===== src/hw/motion_cmd_regs.svh =====
// Operation
// - Rising clockwise jog bit starts a clockwise jog move.
// - Rising counter-clockwise home bit searches home switch moving counter-clockwise.
// - Rising clockwise home bit searches home switch moving clockwise.
// - Rising immediate stop bit halts all motion with no deceleration.
// - Stop during a move invalidates position; stop while idle keeps it.
// - Rising hold bit ramps to starting speed, stops, keeps move held.
// - Rising resume completes a held move; any new move discards it.
// - Rising relative or absolute bit runs that move with parameter words.
// - Drive enable bit gates motor current; never enabled without valid configuration.
// - General purpose output conducts while output state bit is one.
// - With proximity qualification, home input counts only while proximity bit set.
// - Reset errors with clear-fault bit clears driver faults; enable held low.
// - Assembled move runs blend when type bit zero, dwell when one.
// - Indexed bit defers a move until the start input goes active.
// - Jog runs standard when registration bit zero, registration when one.
// - Gearing bit selects gearing; encoder followed only while a jog bit set.
// - Save bit stores assembled move when programming bit falls one to zero.
// - Blend direction bit zero gives clockwise, one counter-clockwise.
// - Encoder registration bit with relative/absolute move stops on encoder target.
// - Current keys 1,0,1 apply new current at any time except during a registration jog, and echo it.
// - Odd or out-of-range current silently ignored; configured current kept.
// - Commands accepted only on zero-to-one transitions, one bit at a time.
// - Reset errors clears all errors and the move-complete flag.
`ifndef MOTION_CMD_REGS_SVH
`define MOTION_CMD_REGS_SVH

// Command word zero bit positions
`define W0_ABS_MOVE      0
`define W0_REL_MOVE      1
`define W0_HOLD          2
`define W0_RESUME        3
`define W0_ESTOP         4
`define W0_HOME_CW       5
`define W0_HOME_CCW      6
`define W0_JOG_CLOCKWISE        7
`define W0_JOG_COUNTERCLOCKWISE 8
`define W0_RESET_ERR     10
`define W0_PROG_ASM      11
`define W0_RUN_ASM       13

// Command word one bit positions
`define W1_DRIVE_EN      15
`define W1_AUX_LEVEL     13
`define W1_PROX          11
`define W1_CLR_FAULT     10
`define W1_ASM_DWELL     9
`define W1_INDEXED       8
`define W1_REGISTRATION  7
`define W1_GEARING       6
`define W1_STORE_NV      5
`define W1_UNLOCK_2      5
`define W1_BLEND_CCW     4
`define W1_ENC_REG       2
`define W1_UNLOCK_1      1
`define W1_UNLOCK_0      0

// Current key code (bits 2,1,0) and limits in 0.1 A
`define CUR_KEY_CODE     3'h5
`define CUR_MIN          16'h000a
`define CUR_MAX_DEFAULT  16'h003c

// Reset values
`define WORD_RST         16'h0000

`endif


===== src/hw/motion_cmd_pkg.sv =====
package motion_cmd_pkg;

  // Kind of move handed to the profile generator
  typedef enum logic [2:0] {
    MOVE_NONE,
    MOVE_ABS,
    MOVE_REL,
    MOVE_JOG,
    MOVE_HOME,
    MOVE_BLEND,
    MOVE_DWELL
  } move_kind_t;

endpackage


===== src/hw/current_key_if.sv =====
`timescale 1ns/1ps
// Motor current update request and result
interface current_key_if;
  logic        key_req;
  logic [15:0] req_value;
  logic [15:0] cfg_value;
  logic [15:0] applied_value;

  modport decoder (output key_req, output req_value, output cfg_value, input applied_value);
  modport unit    (input key_req, input req_value, input cfg_value, output applied_value);
endinterface


===== src/hw/current_key_unit.sv =====
`timescale 1ns/1ps
`include "motion_cmd_regs.svh"
module current_key_unit #(
  parameter logic [15:0] CUR_MAX = `CUR_MAX_DEFAULT
) (
  // Clock and reset
  input  wire logic  sys_clk_in,
  input  wire logic  rst_in,
  // Request from decoder
  current_key_if.unit cur
);

  logic        valid;
  logic        ovr_q;
  logic        ovr_d;
  logic [15:0] val_q;
  logic [15:0] val_d;
  logic [15:0] app_q;
  logic [15:0] app_d;

  always_comb begin
    valid = ~cur.req_value[0] && (cur.req_value >= `CUR_MIN) && (cur.req_value <= CUR_MAX);
    ovr_d = ovr_q;
    val_d = val_q;
    if (cur.key_req) begin
      ovr_d = valid;
      val_d = valid ? cur.req_value : val_q;
    end
    app_d = ovr_d ? val_d : cur.cfg_value;
  end

  // Current registers
  always_ff @(posedge sys_clk_in or posedge rst_in) begin
    if (rst_in) begin
      ovr_q <= 1'b0;
      val_q <= `WORD_RST;
      app_q <= `WORD_RST;
    end else begin
      ovr_q <= ovr_d;
      val_q <= val_d;
      app_q <= app_d;
    end
  end

  assign cur.applied_value = app_q;

  AST_CUR_INVALID: assert property (@(posedge sys_clk_in) disable iff (rst_in)
    cur.key_req && cur.req_value[0] |=> app_q == $past(cur.cfg_value))
    else $error("odd current was applied");

  AST_CUR_VALID: assert property (@(posedge sys_clk_in) disable iff (rst_in)
    cur.key_req && valid |=> app_q == $past(cur.req_value) ##1 app_q == $past(cur.req_value, 2)
      || $past(cur.key_req))
    else $error("valid current not applied");

endmodule


===== src/hw/motion_command_word_decoder.sv =====
`timescale 1ns/1ps
`include "motion_cmd_regs.svh"
module motion_command_word_decoder #(
  parameter logic [15:0] CUR_MAX = `CUR_MAX_DEFAULT
) (
  // Clock and reset
  input  wire logic                      sys_clk_in,
  input  wire logic                      rst_in,
  // Command data from the network master
  input  wire logic [15:0]               motion_command_word_zero_in,
  input  wire logic [15:0]               motion_command_word_one_in,
  input  wire logic [15:0]               motor_current_in,
  input  wire logic [15:0]               dwell_time_in,
  // Configuration and device state
  input  wire logic                      config_valid_in,
  input  wire logic                      aux_is_gp_in,
  input  wire logic                      prox_qualify_in,
  input  wire logic                      fault_level_in,
  input  wire logic [15:0]               cfg_current_in,
  input  wire logic                      home_switch_in,
  input  wire logic                      index_start_in,
  input  wire logic                      move_busy_in,
  input  wire logic                      position_restore_in,
  // Move launch to the profile generator
  output logic                           move_start_out,
  output motion_cmd_pkg::move_kind_t     move_kind_out,
  output logic                           move_ccw_out,
  output logic                           registration_out,
  output logic                           encoder_reg_out,
  output logic [15:0]                    dwell_time_out,
  output logic                           index_wait_out,
  // Move control
  output logic                           immediate_stop_out,
  output logic                           hold_out,
  output logic                           resume_out,
  output logic                           held_out,
  output logic                           position_valid_out,
  // Errors and storage
  output logic                           clear_errors_out,
  output logic                           clear_fault_out,
  output logic                           store_nv_out,
  // Static controls
  output logic                           drive_enable_out,
  output logic                           aux_output_out,
  output logic                           home_qualified_out,
  output logic                           gearing_out,
  output logic                           gear_follow_out,
  output logic [15:0]                    motor_current_out
);

  logic [15:0] rise;
  logic [15:0] fall;
  logic        start_rise;
  logic        jog_level;
  logic        new_cmd;
  logic        new_ccw;
  motion_cmd_pkg::move_kind_t new_kind;

  logic        start_q,  start_d;
  motion_cmd_pkg::move_kind_t kind_q, kind_d;
  logic        ccw_q,    ccw_d;
  logic        reg_q,    reg_d;
  logic        enc_q,    enc_d;
  logic [15:0] dwell_q,  dwell_d;
  logic        pend_q,   pend_d;
  logic        estop_q,  estop_d;
  logic        hold_q,   hold_d;
  logic        resume_q, resume_d;
  logic        held_q,   held_d;
  logic        posv_q,   posv_d;
  logic        clre_q,   clre_d;
  logic        clrf_q,   clrf_d;
  logic        store_q,  store_d;
  logic        drv_q,    drv_d;
  logic        aux_q,    aux_d;
  logic        homeq_q,  homeq_d;
  logic        gear_q,   gear_d;
  logic        follow_q, follow_d;

  current_key_if cur ();

  // Zero-to-one transitions of command word zero
  rise_detect #(.W(16)) u_word0_edges (
    .sys_clk_in (sys_clk_in),
    .rst_in     (rst_in),
    .level_in   (motion_command_word_zero_in),
    .rise_out   (rise),
    .fall_out   (fall)
  );

  // Indexer start input edge
  rise_detect #(.W(1)) u_start_edge (
    .sys_clk_in (sys_clk_in),
    .rst_in     (rst_in),
    .level_in   (index_start_in),
    .rise_out   (start_rise),
    .fall_out   ()
  );

  // On-the-fly motor current
  current_key_unit #(.CUR_MAX(CUR_MAX)) u_current (
    .sys_clk_in (sys_clk_in),
    .rst_in     (rst_in),
    .cur        (cur)
  );

  assign jog_level = motion_command_word_zero_in[`W0_JOG_CLOCKWISE] | motion_command_word_zero_in[`W0_JOG_COUNTERCLOCKWISE];

  assign cur.key_req   = ({motion_command_word_one_in[`W1_UNLOCK_2], motion_command_word_one_in[`W1_UNLOCK_1],
                           motion_command_word_one_in[`W1_UNLOCK_0]} == `CUR_KEY_CODE)
                         && !(motion_command_word_one_in[`W1_REGISTRATION] && jog_level);
  assign cur.req_value = motor_current_in;
  assign cur.cfg_value = cfg_current_in;

  // Move command decode; a simultaneous second rise is resolved by fixed order
  always_comb begin
    new_cmd  = 1'b1;
    new_ccw  = 1'b0;
    new_kind = motion_cmd_pkg::MOVE_NONE;
    if (rise[`W0_ABS_MOVE]) begin
      new_kind = motion_cmd_pkg::MOVE_ABS;
    end else if (rise[`W0_REL_MOVE]) begin
      new_kind = motion_cmd_pkg::MOVE_REL;
    end else if (rise[`W0_JOG_CLOCKWISE] && !motion_command_word_one_in[`W1_GEARING]) begin
      new_kind = motion_cmd_pkg::MOVE_JOG;
    end else if (rise[`W0_JOG_COUNTERCLOCKWISE] && !motion_command_word_one_in[`W1_GEARING]) begin
      new_kind = motion_cmd_pkg::MOVE_JOG;
      new_ccw  = 1'b1;
    end else if (rise[`W0_HOME_CW]) begin
      new_kind = motion_cmd_pkg::MOVE_HOME;
    end else if (rise[`W0_HOME_CCW]) begin
      new_kind = motion_cmd_pkg::MOVE_HOME;
      new_ccw  = 1'b1;
    end else if (rise[`W0_RUN_ASM]) begin
      new_kind = motion_command_word_one_in[`W1_ASM_DWELL] ? motion_cmd_pkg::MOVE_DWELL
                                              : motion_cmd_pkg::MOVE_BLEND;
      new_ccw  = !motion_command_word_one_in[`W1_ASM_DWELL] && motion_command_word_one_in[`W1_BLEND_CCW];
    end else begin
      new_cmd  = 1'b0;
    end
  end

  // Motion sequencing next state
  always_comb begin
    start_d  = 1'b0;
    estop_d  = 1'b0;
    hold_d   = 1'b0;
    resume_d = 1'b0;
    kind_d   = kind_q;
    ccw_d    = ccw_q;
    reg_d    = reg_q;
    enc_d    = enc_q;
    dwell_d  = dwell_q;
    pend_d   = pend_q;
    held_d   = held_q;
    posv_d   = posv_q | position_restore_in;
    if (rise[`W0_ESTOP]) begin
      estop_d = 1'b1;
      pend_d  = 1'b0;
      held_d  = 1'b0;
      if (move_busy_in) begin
        posv_d = 1'b0;
      end
    end else if (rise[`W0_HOLD]) begin
      if (move_busy_in) begin
        hold_d = 1'b1;
        held_d = 1'b1;
      end
    end else if (rise[`W0_RESUME]) begin
      if (held_q) begin
        resume_d = 1'b1;
        held_d   = 1'b0;
      end
    end else if (new_cmd) begin
      kind_d  = new_kind;
      ccw_d   = new_ccw;
      reg_d   = (new_kind == motion_cmd_pkg::MOVE_JOG) && motion_command_word_one_in[`W1_REGISTRATION];
      enc_d   = ((new_kind == motion_cmd_pkg::MOVE_ABS) || (new_kind == motion_cmd_pkg::MOVE_REL))
                && motion_command_word_one_in[`W1_ENC_REG];
      dwell_d = dwell_time_in;
      held_d  = 1'b0;
      if (motion_command_word_one_in[`W1_INDEXED]) begin
        pend_d = 1'b1;
      end else begin
        pend_d  = 1'b0;
        start_d = 1'b1;
      end
    end else if (pend_q && start_rise) begin
      pend_d  = 1'b0;
      start_d = 1'b1;
    end
  end

  // Error, storage and static control next values
  always_comb begin
    clre_d   = rise[`W0_RESET_ERR];
    clrf_d   = rise[`W0_RESET_ERR] && motion_command_word_one_in[`W1_CLR_FAULT] && !motion_command_word_one_in[`W1_DRIVE_EN];
    store_d  = fall[`W0_PROG_ASM] && motion_command_word_one_in[`W1_STORE_NV];
    drv_d    = motion_command_word_one_in[`W1_DRIVE_EN] && config_valid_in;
    aux_d    = aux_is_gp_in ? motion_command_word_one_in[`W1_AUX_LEVEL] : fault_level_in;
    homeq_d  = prox_qualify_in ? (home_switch_in && motion_command_word_one_in[`W1_PROX]) : home_switch_in;
    gear_d   = motion_command_word_one_in[`W1_GEARING];
    follow_d = motion_command_word_one_in[`W1_GEARING] && jog_level;
  end

  // State registers; position starts invalid until restored
  always_ff @(posedge sys_clk_in or posedge rst_in) begin
    if (rst_in) begin
      start_q  <= 1'b0;
      kind_q   <= motion_cmd_pkg::MOVE_NONE;
      ccw_q    <= 1'b0;
      reg_q    <= 1'b0;
      enc_q    <= 1'b0;
      dwell_q  <= `WORD_RST;
      pend_q   <= 1'b0;
      estop_q  <= 1'b0;
      hold_q   <= 1'b0;
      resume_q <= 1'b0;
      held_q   <= 1'b0;
      posv_q   <= 1'b0;
      clre_q   <= 1'b0;
      clrf_q   <= 1'b0;
      store_q  <= 1'b0;
      drv_q    <= 1'b0;
      aux_q    <= 1'b0;
      homeq_q  <= 1'b0;
      gear_q   <= 1'b0;
      follow_q <= 1'b0;
    end else begin
      start_q  <= start_d;
      kind_q   <= kind_d;
      ccw_q    <= ccw_d;
      reg_q    <= reg_d;
      enc_q    <= enc_d;
      dwell_q  <= dwell_d;
      pend_q   <= pend_d;
      estop_q  <= estop_d;
      hold_q   <= hold_d;
      resume_q <= resume_d;
      held_q   <= held_d;
      posv_q   <= posv_d;
      clre_q   <= clre_d;
      clrf_q   <= clrf_d;
      store_q  <= store_d;
      drv_q    <= drv_d;
      aux_q    <= aux_d;
      homeq_q  <= homeq_d;
      gear_q   <= gear_d;
      follow_q <= follow_d;
    end
  end

  // Output drive
  assign move_start_out     = start_q;
  assign move_kind_out      = kind_q;
  assign move_ccw_out       = ccw_q;
  assign registration_out   = reg_q;
  assign encoder_reg_out    = enc_q;
  assign dwell_time_out     = dwell_q;
  assign index_wait_out     = pend_q;
  assign immediate_stop_out = estop_q;
  assign hold_out           = hold_q;
  assign resume_out         = resume_q;
  assign held_out           = held_q;
  assign position_valid_out = posv_q;
  assign clear_errors_out   = clre_q;
  assign clear_fault_out    = clrf_q;
  assign store_nv_out       = store_q;
  assign drive_enable_out   = drv_q;
  assign aux_output_out     = aux_q;
  assign home_qualified_out = homeq_q;
  assign gearing_out        = gear_q;
  assign gear_follow_out    = follow_q;
  assign motor_current_out  = cur.applied_value;

  AST_ESTOP_PULSE: assert property (@(posedge sys_clk_in) disable iff (rst_in)
    rise[`W0_ESTOP] |=> immediate_stop_out && !move_start_out && !index_wait_out)
    else $error("stop not issued");

  AST_POS_INVALID: assert property (@(posedge sys_clk_in) disable iff (rst_in)
    rise[`W0_ESTOP] && move_busy_in |=> !position_valid_out)
    else $error("position kept valid after stop in move");

  AST_POS_KEEP: assert property (@(posedge sys_clk_in) disable iff (rst_in)
    rise[`W0_ESTOP] && !move_busy_in && position_valid_out |=> position_valid_out)
    else $error("idle stop invalidated position");

  AST_HOLD: assert property (@(posedge sys_clk_in) disable iff (rst_in)
    !rise[`W0_ESTOP] && rise[`W0_HOLD] && move_busy_in |=> hold_out && held_out)
    else $error("hold not taken");

  AST_RESUME: assert property (@(posedge sys_clk_in) disable iff (rst_in)
    resume_out |-> $past(held_out) && !held_out)
    else $error("resume without held move");

  AST_DISCARD: assert property (@(posedge sys_clk_in) disable iff (rst_in)
    move_start_out && !$past(index_wait_out) |-> !held_out)
    else $error("held move survived new move");

  AST_INDEX_FIRE: assert property (@(posedge sys_clk_in) disable iff (rst_in)
    index_wait_out && start_rise && !rise[`W0_ESTOP] && !new_cmd |=> move_start_out ##1 !move_start_out)
    else $error("indexed move not released");

  AST_JOG_CLOCKWISE: assert property (@(posedge sys_clk_in) disable iff (rst_in)
    rise == 16'h0080 && !motion_command_word_one_in[`W1_GEARING] && !motion_command_word_one_in[`W1_INDEXED]
    |=> move_start_out && move_kind_out == motion_cmd_pkg::MOVE_JOG && !move_ccw_out)
    else $error("clockwise jog not launched");

  AST_DRIVE: assert property (@(posedge sys_clk_in) disable iff (rst_in)
    drive_enable_out |-> $past(config_valid_in) && $past(motion_command_word_one_in[`W1_DRIVE_EN]))
    else $error("driver enabled without configuration");

  AST_STORE: assert property (@(posedge sys_clk_in) disable iff (rst_in)
    store_nv_out |-> $past(motion_command_word_zero_in[`W0_PROG_ASM], 2) && !$past(motion_command_word_zero_in[`W0_PROG_ASM]))
    else $error("store without programming fall");

endmodule


===== src/hw/rise_detect.sv =====
`timescale 1ns/1ps
module rise_detect #(
  parameter int W = 16
) (
  // Clock and reset
  input  wire logic         sys_clk_in,
  input  wire logic         rst_in,
  // Level in, edges out
  input  wire logic [W-1:0] level_in,
  output logic      [W-1:0] rise_out,
  output logic      [W-1:0] fall_out
);

  logic [W-1:0] prev_q;
  logic [W-1:0] prev_d;
  logic         arm_q;
  logic         arm_d;

  // Edges only after one sample, so levels held through reset never fire
  always_comb begin
    prev_d   = level_in;
    arm_d    = 1'b1;
    rise_out = arm_q ? (level_in & ~prev_q) : '0;
    fall_out = arm_q ? (~level_in & prev_q) : '0;
  end

  // Sample register
  always_ff @(posedge sys_clk_in or posedge rst_in) begin
    if (rst_in) begin
      prev_q <= '0;
      arm_q  <= 1'b0;
    end else begin
      prev_q <= prev_d;
      arm_q  <= arm_d;
    end
  end

endmodule


===== config.mk =====
export PLATFORM = sky130hd
export DESIGN_NAME = motion_command_word_decoder
export DESIGN_NICKNAME = d
export VERILOG_FILES = /design/src/hw/motion_cmd_pkg.sv /design/src/hw/current_key_if.sv /design/src/hw/current_key_unit.sv /design/src/hw/motion_command_word_decoder.sv /design/src/hw/rise_detect.sv
export VERILOG_INCLUDE_DIRS = /design/src /design/src/hw
export SDC_FILE = /design/constraint.sdc
export NUM_CORES = 1
export LEC_CHECK = 0
export BUFFER_PORTS_ARGS = -buffer_cell sky130_fd_sc_hd__buf_4
export CORE_UTILIZATION = 45
export DETAILED_ROUTE_END_ITERATION = 7
export PLACE_DENSITY = 0.88
export SLEW_MARGIN = 40
export SYNTH_ARGS = -nofsm -noshare
export SYNTH_HDL_FRONTEND = slang
export SYNTH_SLANG_ARGS = --single-unit
export TNS_END_PERCENT = 100

===== constraint.sdc =====
create_clock -name sys_clk_in -period 2.6 [get_ports sys_clk_in]
set_input_delay 0.13 -clock sys_clk_in [delete_from_list [all_inputs] [get_ports sys_clk_in]]
set_output_delay 0.13 -clock sys_clk_in [all_outputs]
set_load 0.02 [all_outputs]

# Yosys cells after proc, flatten, opt, wreduce, memory -nomap -nowiden
# Cells that the tools add are included.
dict set report totals {
  wordCells 131
  out_inout_bits 53
  register_bits 86
}
dict set report classes {
  eq_ne 7
  n_reduce_logical 26
  n_mux 58
  n_bitwise 12
  magnitude_cmp 2
}
# cell n
set op_table {}
lappend op_table {{16-bit 2-to-1 mux} 3}
lappend op_table {{1-bit 2-to-1 mux} 45}
lappend op_table {{3-bit 2-to-1 mux} 7}
lappend op_table {{16-bit by 4-bit greater-or-equal comparator with 1-bit output (second input constant)} 1}
lappend op_table {{16-bit by 6-bit less-or-equal comparator with 1-bit output (second input constant)} 1}
lappend op_table {{1-bit logical AND} 16}
lappend op_table {{14-bit bitwise AND} 1}
lappend op_table {{14-bit 2-to-1 mux} 1}
lappend op_table {{14-bit inverter} 1}
lappend op_table {{12-bit bitwise AND} 1}
lappend op_table {{12-bit 2-to-1 mux} 1}
lappend op_table {{12-bit inverter} 1}
lappend op_table {{3-bit by 2-bit == test with 1-bit output (second input constant)} 2}
lappend op_table {{1-bit inverter} 5}
lappend op_table {{1-bit logical NOT} 4}
lappend op_table {{2-bit by 1-bit inequality test with 1-bit output (second input constant)} 2}
lappend op_table {{4-bit AND reduction} 1}
lappend op_table {{4-bit nonzero test} 1}
lappend op_table {{3-bit by 1-bit == test with 1-bit output (second input constant)} 1}
lappend op_table {{3-bit == test (second input constant)} 1}
lappend op_table {{3-bit by 2-bit inequality test with 1-bit output (second input constant)} 1}
lappend op_table {{3-bit AND reduction} 1}
lappend op_table {{3-bit nonzero test} 1}
lappend op_table {{2-bit 2-to-1 mux} 1}
lappend op_table {{4 further kinds} 5}

# Depth between registers and ports, before layout
# Gate-level depths: netlist of the first run.
dict set report depth {
  depth_word 14
  ltp_mapped 6
  ltp_nobuf 4
}

# By module
# A second synthesis of the first run with hierarchy kept.
dict set report hier_totals {
  hier_cells 298
  hier_area_um2 3746.1
}
# mod seq_area_each_um2 area_per_inst_um2 instances cells_per_inst
set by_module_without_submodules {}
lappend by_module_without_submodules {motion_command_word_decoder 925.9 1546.5 1 115}
lappend by_module_without_submodules {current_key_unit 825.8 1360.1 1 123}
lappend by_module_without_submodules {{rise_detect (u_word0_edges)} 425.4 764.5 1 54}
lappend by_module_without_submodules {{rise_detect (u_start_edge)} 50.0 75.1 1 6}

# Worst setup path after synthesis of the first run
# OpenSTA, ideal clock, no wires.
dict set report synth_path {
  kind {register to register}
  from {register, netlist name u_start_edge.arm_q}
  to {register dwell_q[10], in the netlist dwell_time_out[10]}
  stages_incl_launch_ff 6
  arrival_ps 1444
  setup_slack_ps 1030
  n_path_buf 1
  cell_sequence {dfrtp_1 -> nand2b_2 -> a21o_4 -> a31oi_4 -> buf_6 -> mux2_4}
}
# item line_no
set synth_rtl {}
lappend synth_rtl {{to (signal assigned)} motion_command_word_decoder.sv:214} ;# dwell_q <= `WORD_RST;
lappend synth_rtl {{to (signal assigned)} motion_command_word_decoder.sv:235} ;# dwell_q <= dwell_d;
lappend synth_rtl {{to (decl)} motion_command_word_decoder.sv:64} ;# logic [15:0] dwell_q, dwell_d;

# Final worst setup path of the first run
dict set report layout_path {
  from {input port motion_command_word_zero_in[7]}
  to {register u_current.app_q[3], in the netlist u_current.cur.applied_value[3]}
}
dict set report layout_via {
  elab_chain_len 6
  elab_cells_between_ends 7
}
# item line_no
set layout_lines {}
lappend layout_lines {{from (decl)} motion_command_word_decoder.sv:10} ;# input wire logic [15:0] motion_command_word_zero_in,
lappend layout_lines {{1-bit bitwise OR *} motion_command_word_decoder.sv:107} ;# assign jog_level = motion_command_word_zero_in[`W0_JOG_CLOCKWISE] | motion_command_word_zero_in[`W0_JOG_COUNTE ...
lappend layout_lines {{1-bit logical AND *} motion_command_word_decoder.sv:111} ;# && !(motion_command_word_one_in[`W1_REGISTRATION] && jog_level);
lappend layout_lines {{1-bit logical NOT *} motion_command_word_decoder.sv:111}
lappend layout_lines {{1-bit logical AND *} motion_command_word_decoder.sv:109} ;# assign cur.key_req = ({motion_command_word_one_in[`W1_UNLOCK_2], motion_command_word_one_in[`W1_UNLOCK_1],
lappend layout_lines {{16-bit 2-to-1 mux / 1-bit 2-to-1 mux (equally long branches)} current_key_unit.sv:25} ;# if (cur.key_req) begin
lappend layout_lines {{16-bit 2-to-1 mux *} current_key_unit.sv:29} ;# app_d = ovr_d ? val_d : cur.cfg_value;
lappend layout_lines {{named net u_current.app_d[3]} current_key_unit.sv:19} ;# logic [15:0] app_d;
lappend layout_lines {{to (signal assigned)} current_key_unit.sv:37} ;# app_q <= `WORD_RST;
lappend layout_lines {{to (signal assigned)} current_key_unit.sv:41} ;# app_q <= app_d;
lappend layout_lines {{to (decl)} current_key_unit.sv:18} ;# logic [15:0] app_q;
# Mark *: on every way through the listed nets, which the timed path passes. The rest lies on a longest branch.
# A chain may end at the register's enable or synchronous reset.

==> flow_summary_export.csv, run 1 <==
group,metric,value,unit
run_status,status,"complete, no violations",
power_and_ir_drop,p_leak,2.57,nW
floorplan,die_w,89.8,um
setup_path,cp_max_fo,14,
setup_path,start_kind,"input pin",
final_layout,syn_to_final_growth,44.8,%
logic_synthesis,yosysTopAreaCell,"dfrtp_1",
grt,grt_max_degree,50,
power_and_ir_drop,power_switching,833,uW
setup_path,crit_required,2830,ps
final_layout,fin_area,5030,um^2
logic_synthesis,synth_compound_area_share,7.57,%
power_and_ir_drop,ir_drop,0.245,mV
sta,post-route-min-period,2030,ps
grt,grt_pass1_wl,13400,um
final_layout,nFillCells,525,
clocking,clkTransAtPathRegs,80,ps
detailed_routing,drt-initial-drc-count,119,
logic_synthesis,seq_area_frac_synth,60.5,%
floorplan,die_area,8070,um^2
clocking,cts.sinks,84,
detailed_routing,firstDrtPassIters,4,
clocking,cts_buffer_depth,2,
power_and_ir_drop,share_seq_of_total_power,47.7,%
min_path,hold_class,"input pin to register",
logic_synthesis,synth.area.mux_share,16.3,%
sta,clock_skew,12.8,ps
setup_path,path_depth,7,
min_path,min_from,"fault_level_in",
placed_design,placed_area,4620,um^2
grt,antenna_found_initial,0,
detailed_routing,drc,0,
setup_path,r2r_cells,5,
logic_synthesis,async_flop_share,100,%
final_layout,final_util,68.2,%
power_and_ir_drop,powerDensity,614,nW/um^2
clocking,cts_tree,"built",
logic_synthesis,synth_nets,350,
setup_path,slowest_stage,"dlygate4sd3_1",
power_and_ir_drop,clockPowerShare,30.0,%
logic_synthesis,ys.flop_type,"dfrtp_1",
setup_path,max_stage_delay,550,ps
flow_run,cap_violations,0,
logic_synthesis,avgSynthCellArea,13.4,um^2
setup_path,crit_arrival,2260,ps
min_path,holdPathStages,2,
logic_synthesis,ys_top_cells_by_count,"dfrtp_1, nor2_1, mux2_4, and2_1, mux2i_1",
detailed_routing,avgRoutedWirePerCell,15.0,um
detailed_routing,routed_via_density,4.97,
grt,grt.overflow.total,0,
logic_synthesis,synth_top_family_by_area,"multiplexers",
sta,slew_viol_final,0,
logic_synthesis,ys_ff_latch,84,
floorplan,num_rows,31,
logic_synthesis,synth_xor_area_share,0,%
sta,tns,0,ps
logic_synthesis,post-synth-top-count-cell,"dfrtp_1",
logic_synthesis,ys_types,46,
detailed_routing,postRouteWirelength,7890,um
logic_synthesis,synthCells,260,
placed_design,gp_congestion,0.795,
final_layout,seqCellArea,2100,um^2
final_layout,layout-drive-gt1-share,45.1,%
floorplan,io_pins,143,
final_layout,multi_input_area,1280,um^2
detailed_routing,ant_nets,0,
sta,rsz0062_at_grt,"no",
placed_design,io_buffers,135,
grt,first_global_vias,2725,
setup_path,reg2reg_from,"u_start_edge.arm_q$_DFF_PP0_",
logic_synthesis,syn_area,3470,um^2
sta,max_clock_freq,494,MHz
setup_path,end_kind,"register",
floorplan,core,7370,um^2
logic_synthesis,synth_edf_count,0,
placed_design,hpwl,5700,um
logic_synthesis,ys_warn_count,0,
logic_synthesis,synthTopCellsByArea,"dfrtp_1, mux2_4, mux2i_1",
sta,max_slew_margin,57.1,%
logic_synthesis,synth_top_area_share,60.5,%
clocking,numCtsBuffers,9,
clocking,root_buffer,"clkbuf_8",
setup_path,crit_path_start,"motion_command_word_zero_in[7]",
logic_synthesis,synth_simple_gate_area_share,12.8,%
sta,setup_viol,0,
logic_synthesis,yosys.area_share.adder,0,%
grt,track_usage,21.1,%
setup_path,cpLargestDelayFamily,"buffers and inverters",
floorplan,start_util,47.1,%
clocking,clock_latency,350,ps
sta,worst_slew_pin_slew,643,ps
sta,final.period_utilization,77.9,%
setup_path,path_class,"input pin to register",
setup_path,timing.critical_path.mode_cell,"buf_4",
clocking,htreeDepth,3,
sta,final_hold_viol_count,0,
floorplan,die_h,89.8,um
setup_path,crit_chain,"dlygate4sd3_1 > buf_4 > o21ai_1 > and4_1 > nand4_1 > buf_4 > mux2_2",
power_and_ir_drop,switching_share,27.0,%
final_layout,nets,513,
final_layout,diodes,0,
power_and_ir_drop,p_comb_share,22.3,%
detailed_routing,num_vias,2618,
power_and_ir_drop,p_int,2.25,mW
setup_path,path_buf_inv,3,
-- registers in the layout, summed over array words and instances, names as in the netlist, 3 cells and up --
signal                       count
move_kind_out                    3
u_word0_edges.prev_q            12
dwell_time_out                  16
u_current.val_q                 16
u_current.cur.applied_value     16
-- cells in the final DEF (no fill, tap or decap), types with 3 or more instances in the layout --
master,netlist,layout
mux2_2,12,12
nand2b_1,7,7
a21oi_1,5,5
a211oi_1,4,4
clkbuf_8,0,10
mux2_4,17,17
mux2i_1,14,14
o21ai_1,3,3
nor2b_1,6,6
nand4_1,4,4
o21ai_0,3,3
and4_1,3,3
dfrtp_1,84,84
mux2_1,3,3
buf_4,0,137
nand3_1,3,3
and3_1,3,3
inv_1,12,11
nor4_1,3,3
nand2_1,5,5
and2_1,14,14
nor2_1,18,18
dlygate4sd3_1,0,21
-- logic make-up after synthesis --
logic type | count (synthesis)
other cells | 1
compound gates | 32
simple gates | 77
mux | 46
buf+inv | 20
flops | 84
-- worst reg2reg max path: stages, from the launching register on --
cell      delay [ps]
dfrtp_1          720
nand2b_2         160
a21o_4           250
a31oi_4          190
buf_12           220
mux2_2           350
-- cell type report --
cell class                 instances  share of cell area [%]
clock buffer                      11                    2.81
clock inverter                     5                    1.19
inverter                          12                   0.921
multi-input combinational        156                    25.4
sequential                        84                    41.8
tap                               99                    2.46
timing repair buffer             160                    25.4
-- power groups by stage --
stage	Sequential [mW]	Combinational (mW)	Clock (mW)
4_1_cts	1.47	0.692	0.954
3_3_place_gp	1.49	0.651	0
6_report	1.47	0.688	0.926
5_1_grt	1.49	0.733	1.01
2_1_floorplan	1.61	0.233	0
3_5_place_dp	1.50	0.664	0
-- routing by layer --
layer | track usage, % | share of wire [%] | up-vias
met1 | 27.0 | 42 | 1249
met4 | 7.24 | 1.3 | 0
met3 | 4.48 | 6.2 | 12
met5 | 0 | 0 | -
li1 | - | - | 1235
met2 | 35.7 | 50 | 122
-- metrics by stage --
| step | worst slack [ps] | power, mW | hold WS (ps) | cells |
|---|---|---|---|---|
| global placement | 691 | 2.14 | 223 | 490 |
| global route | 442 | 3.23 | 3.81 | 527 |
| CTS | 546 | 3.12 | 0.753 | 527 |
| finish | 575 | 3.09 | 13.6 | 527 |
| detailed placement | 623 | 2.16 | 239 | 490 |
| floorplan | 305 | 1.84 | 161 | 260 |
-- path summary, 6_finish.rpt --
kind,slack [ps],to
max,570,u_current.cur.applied_value[3]$_DFF_PP0_
min in group asynchronous,410,u_current.cur.applied_value[9]$_DFF_PP0_
min reg2reg,430,clear_errors_out$_DFF_PP0_
max in group asynchronous,1510,drive_enable_out$_DFF_PP0_
max reg2reg,620,move_kind_out[1]$_DFFE_PP0P_
min,10,aux_output_out$_DFF_PP0_
-- timing repair --
action	CTS	global route
setup buffers	0	0
gates resized for setup	0	0
endpoints found under the hold margin	55	0
hold buffers	21	0
Power figures use the tool's default switching activity.
==> run 2, diff against run 1 <==
==> constraint.sdc (replaced) <==
create_clock -name sys_clk_in -period 1.9 [get_ports sys_clk_in]
set_input_delay 0.095 -clock sys_clk_in [delete_from_list [all_inputs] [get_ports sys_clk_in]]
set_output_delay 0.095 -clock sys_clk_in [all_outputs]
set_load 0.02 [all_outputs]
==> flow_summary_export.csv, run 2 (same netlist as run 1, synthesis figures left out) <==
group,metric,value,unit
detailed_routing,firstDrtPassIters,4,
detailed_routing,ant_nets,0,
setup_path,crit_path_start,"motion_command_word_zero_in[13]",
detailed_routing,routed_via_density,5.01,
placed_design,gp_congestion,0.843,
floorplan,start_util,47.1,%
placed_design,dp_cells,492,
sta,rsz0062_at_grt,"no",
sta,post-route-min-period,1800,ps
floorplan,core,7370,um^2
grt,first_global_vias,2956,
clocking,cts_tree,"built",
clocking,cts.sinks,84,
final_layout,nFillCells,502,
final_layout,layout_commonest_cell,"buf_4",
setup_path,crit_arrival,2030,ps
setup_path,start_kind,"input pin",
min_path,holdPathStages,3,
sta,slew_viol_final,0,
sta,setup_viol,0,
grt,track_usage,23.0,%
detailed_routing,postRouteWirelength,9010,um
final_layout,nets,543,
sta,clock_skew,9.00,ps
detailed_routing,drc,0,
final_layout,syn_to_final_growth,53.2,%
sta,final_hold_viol_count,0,
clocking,cts_buffer_depth,2,
floorplan,die_w,89.8,um
grt,antenna_found_initial,0,
placed_design,hpwl,5890,um
setup_path,path_class,"input pin to register",
setup_path,end_kind,"register",
final_layout,final_cell_mix,"buf_4, dfrtp_1, dlygate4sd3_1",
grt,grt.overflow.total,0,
power_and_ir_drop,p_leak,2.69,nW
final_layout,diodes,0,
sta,final.period_utilization,94.8,%
floorplan,die_area,8070,um^2
final_layout,layout-drive-gt1-share,42.8,%
setup_path,crit_required,2120,ps
detailed_routing,drt-initial-drc-count,72,
power_and_ir_drop,ir_drop,0.364,mV
grt,grt_pass1_wl,14500,um
sta,tns,0,ps
clocking,clkTransAtPathRegs,80,ps
min_path,min_from,"position_restore_in",
sta,max_clock_freq,555,MHz
setup_path,r2r_cells,5,
clocking,root_buffer,"clkbuf_8",
setup_path,reg2reg_from,"u_start_edge.arm_q$_DFF_PP0_",
clocking,numCtsBuffers,9,
floorplan,io_pins,143,
grt,grt_max_degree,65,
clocking,htreeDepth,3,
final_layout,fin_cells,557,
flow_run,cap_violations,0,
placed_design,pre_cts_ws,130,ps
min_path,hold_class,"input pin to register",
sta,setup_ws,99.0,ps
floorplan,num_rows,31,
setup_path,cp_max_fo,21,
run_status,status,"complete, no violations",
detailed_routing,num_vias,2790,
clocking,clock_latency,340,ps
power_and_ir_drop,powerDensity,804,nW/um^2
floorplan,die_h,89.8,um
detailed_routing,avgRoutedWirePerCell,16.2,um
placed_design,io_buffers,135,
[run 2: cell count changes in the layout (fill, tap and decap cells not counted), sizes merged]
cell and change:
clkinv -1, clkbuf -1, dlygate4sd3 +28, clkinvlp +2, buf +2
[run 2: final timing paths]
kind                                                  end  slack, ps
max                         dwell_time_out[6]$_DFFE_PP0P_        100
min                          position_valid_out$_DFF_PP0_          7
max reg2reg                  move_kind_out[1]$_DFFE_PP0P_        100
min reg2reg                     clear_fault_out$_DFF_PP0_        460
max in group asynchronous    u_current.val_q[4]$_DFF_PP0_        910
min in group asynchronous  dwell_time_out[12]$_DFFE_PP0P_        320
[run 2: power breakdown]
group          switching [mW]  internal, mW  leakage (nW)
logic                   0.470         0.544          1.55
clock network           0.629         0.608        0.0927
registers              0.0900          1.93          1.04
total                    1.19          3.09          2.69
[run 2: stage by stage]
| stage | instance area, um^2 | utilization (%) | hold WS [ps] | power, mW |
|---|---|---|---|---|
| final | 5320 | 72.2 | 6.82 | 4.28 |
| after detailed placement | 4630 | 62.9 | 140 | 2.97 |
| after CTS | 5320 | 72.1 | 4.03 | 4.29 |
| after floorplan | 3480 | - | 126 | 2.53 |
| after global routing | 5320 | 72.2 | 3.68 | 4.46 |
| after global placement | 4630 | 62.9 | 136 | 2.93 |
[run 2: cell type report]
cell class | instances | area, um^2 | share of cell area, %
repair buffers | 190 | 1570 | 29.6
clock inverters | 6 | 63.8 | 1.20
multi-input cells | 156 | 1280 | 24.0
flip-flops and latches | 84 | 2100 | 39.5
well taps | 99 | 124 | 2.33
clock buffers | 10 | 128 | 2.40
inverters | 12 | 48.8 | 0.918
[run 2: repair_timing]
item,in CTS,in global routing
hold endpoints to repair,69,0
setup buffers,0,0
hold buffers,49,0
resized for setup,0,1
setup endpoints to repair,0,1
[run 2: layer usage]
metal	up-vias	part of all wire [%]	global-route usage (%)
li1	1293	-	-
met1	1353	41	27.0
met2	125	52	41.3
met3	19	5.5	4.74
met4	0	2.2	9.02
met5	-	0	0
[run 2: critical path, cell delays in order]
cell	delay, ps
dlygate4sd3_1	540
buf_4	140
nor2b_1	170
o31ai_4	390
a31oi_4	150
buf_12	200
mux2_4	330
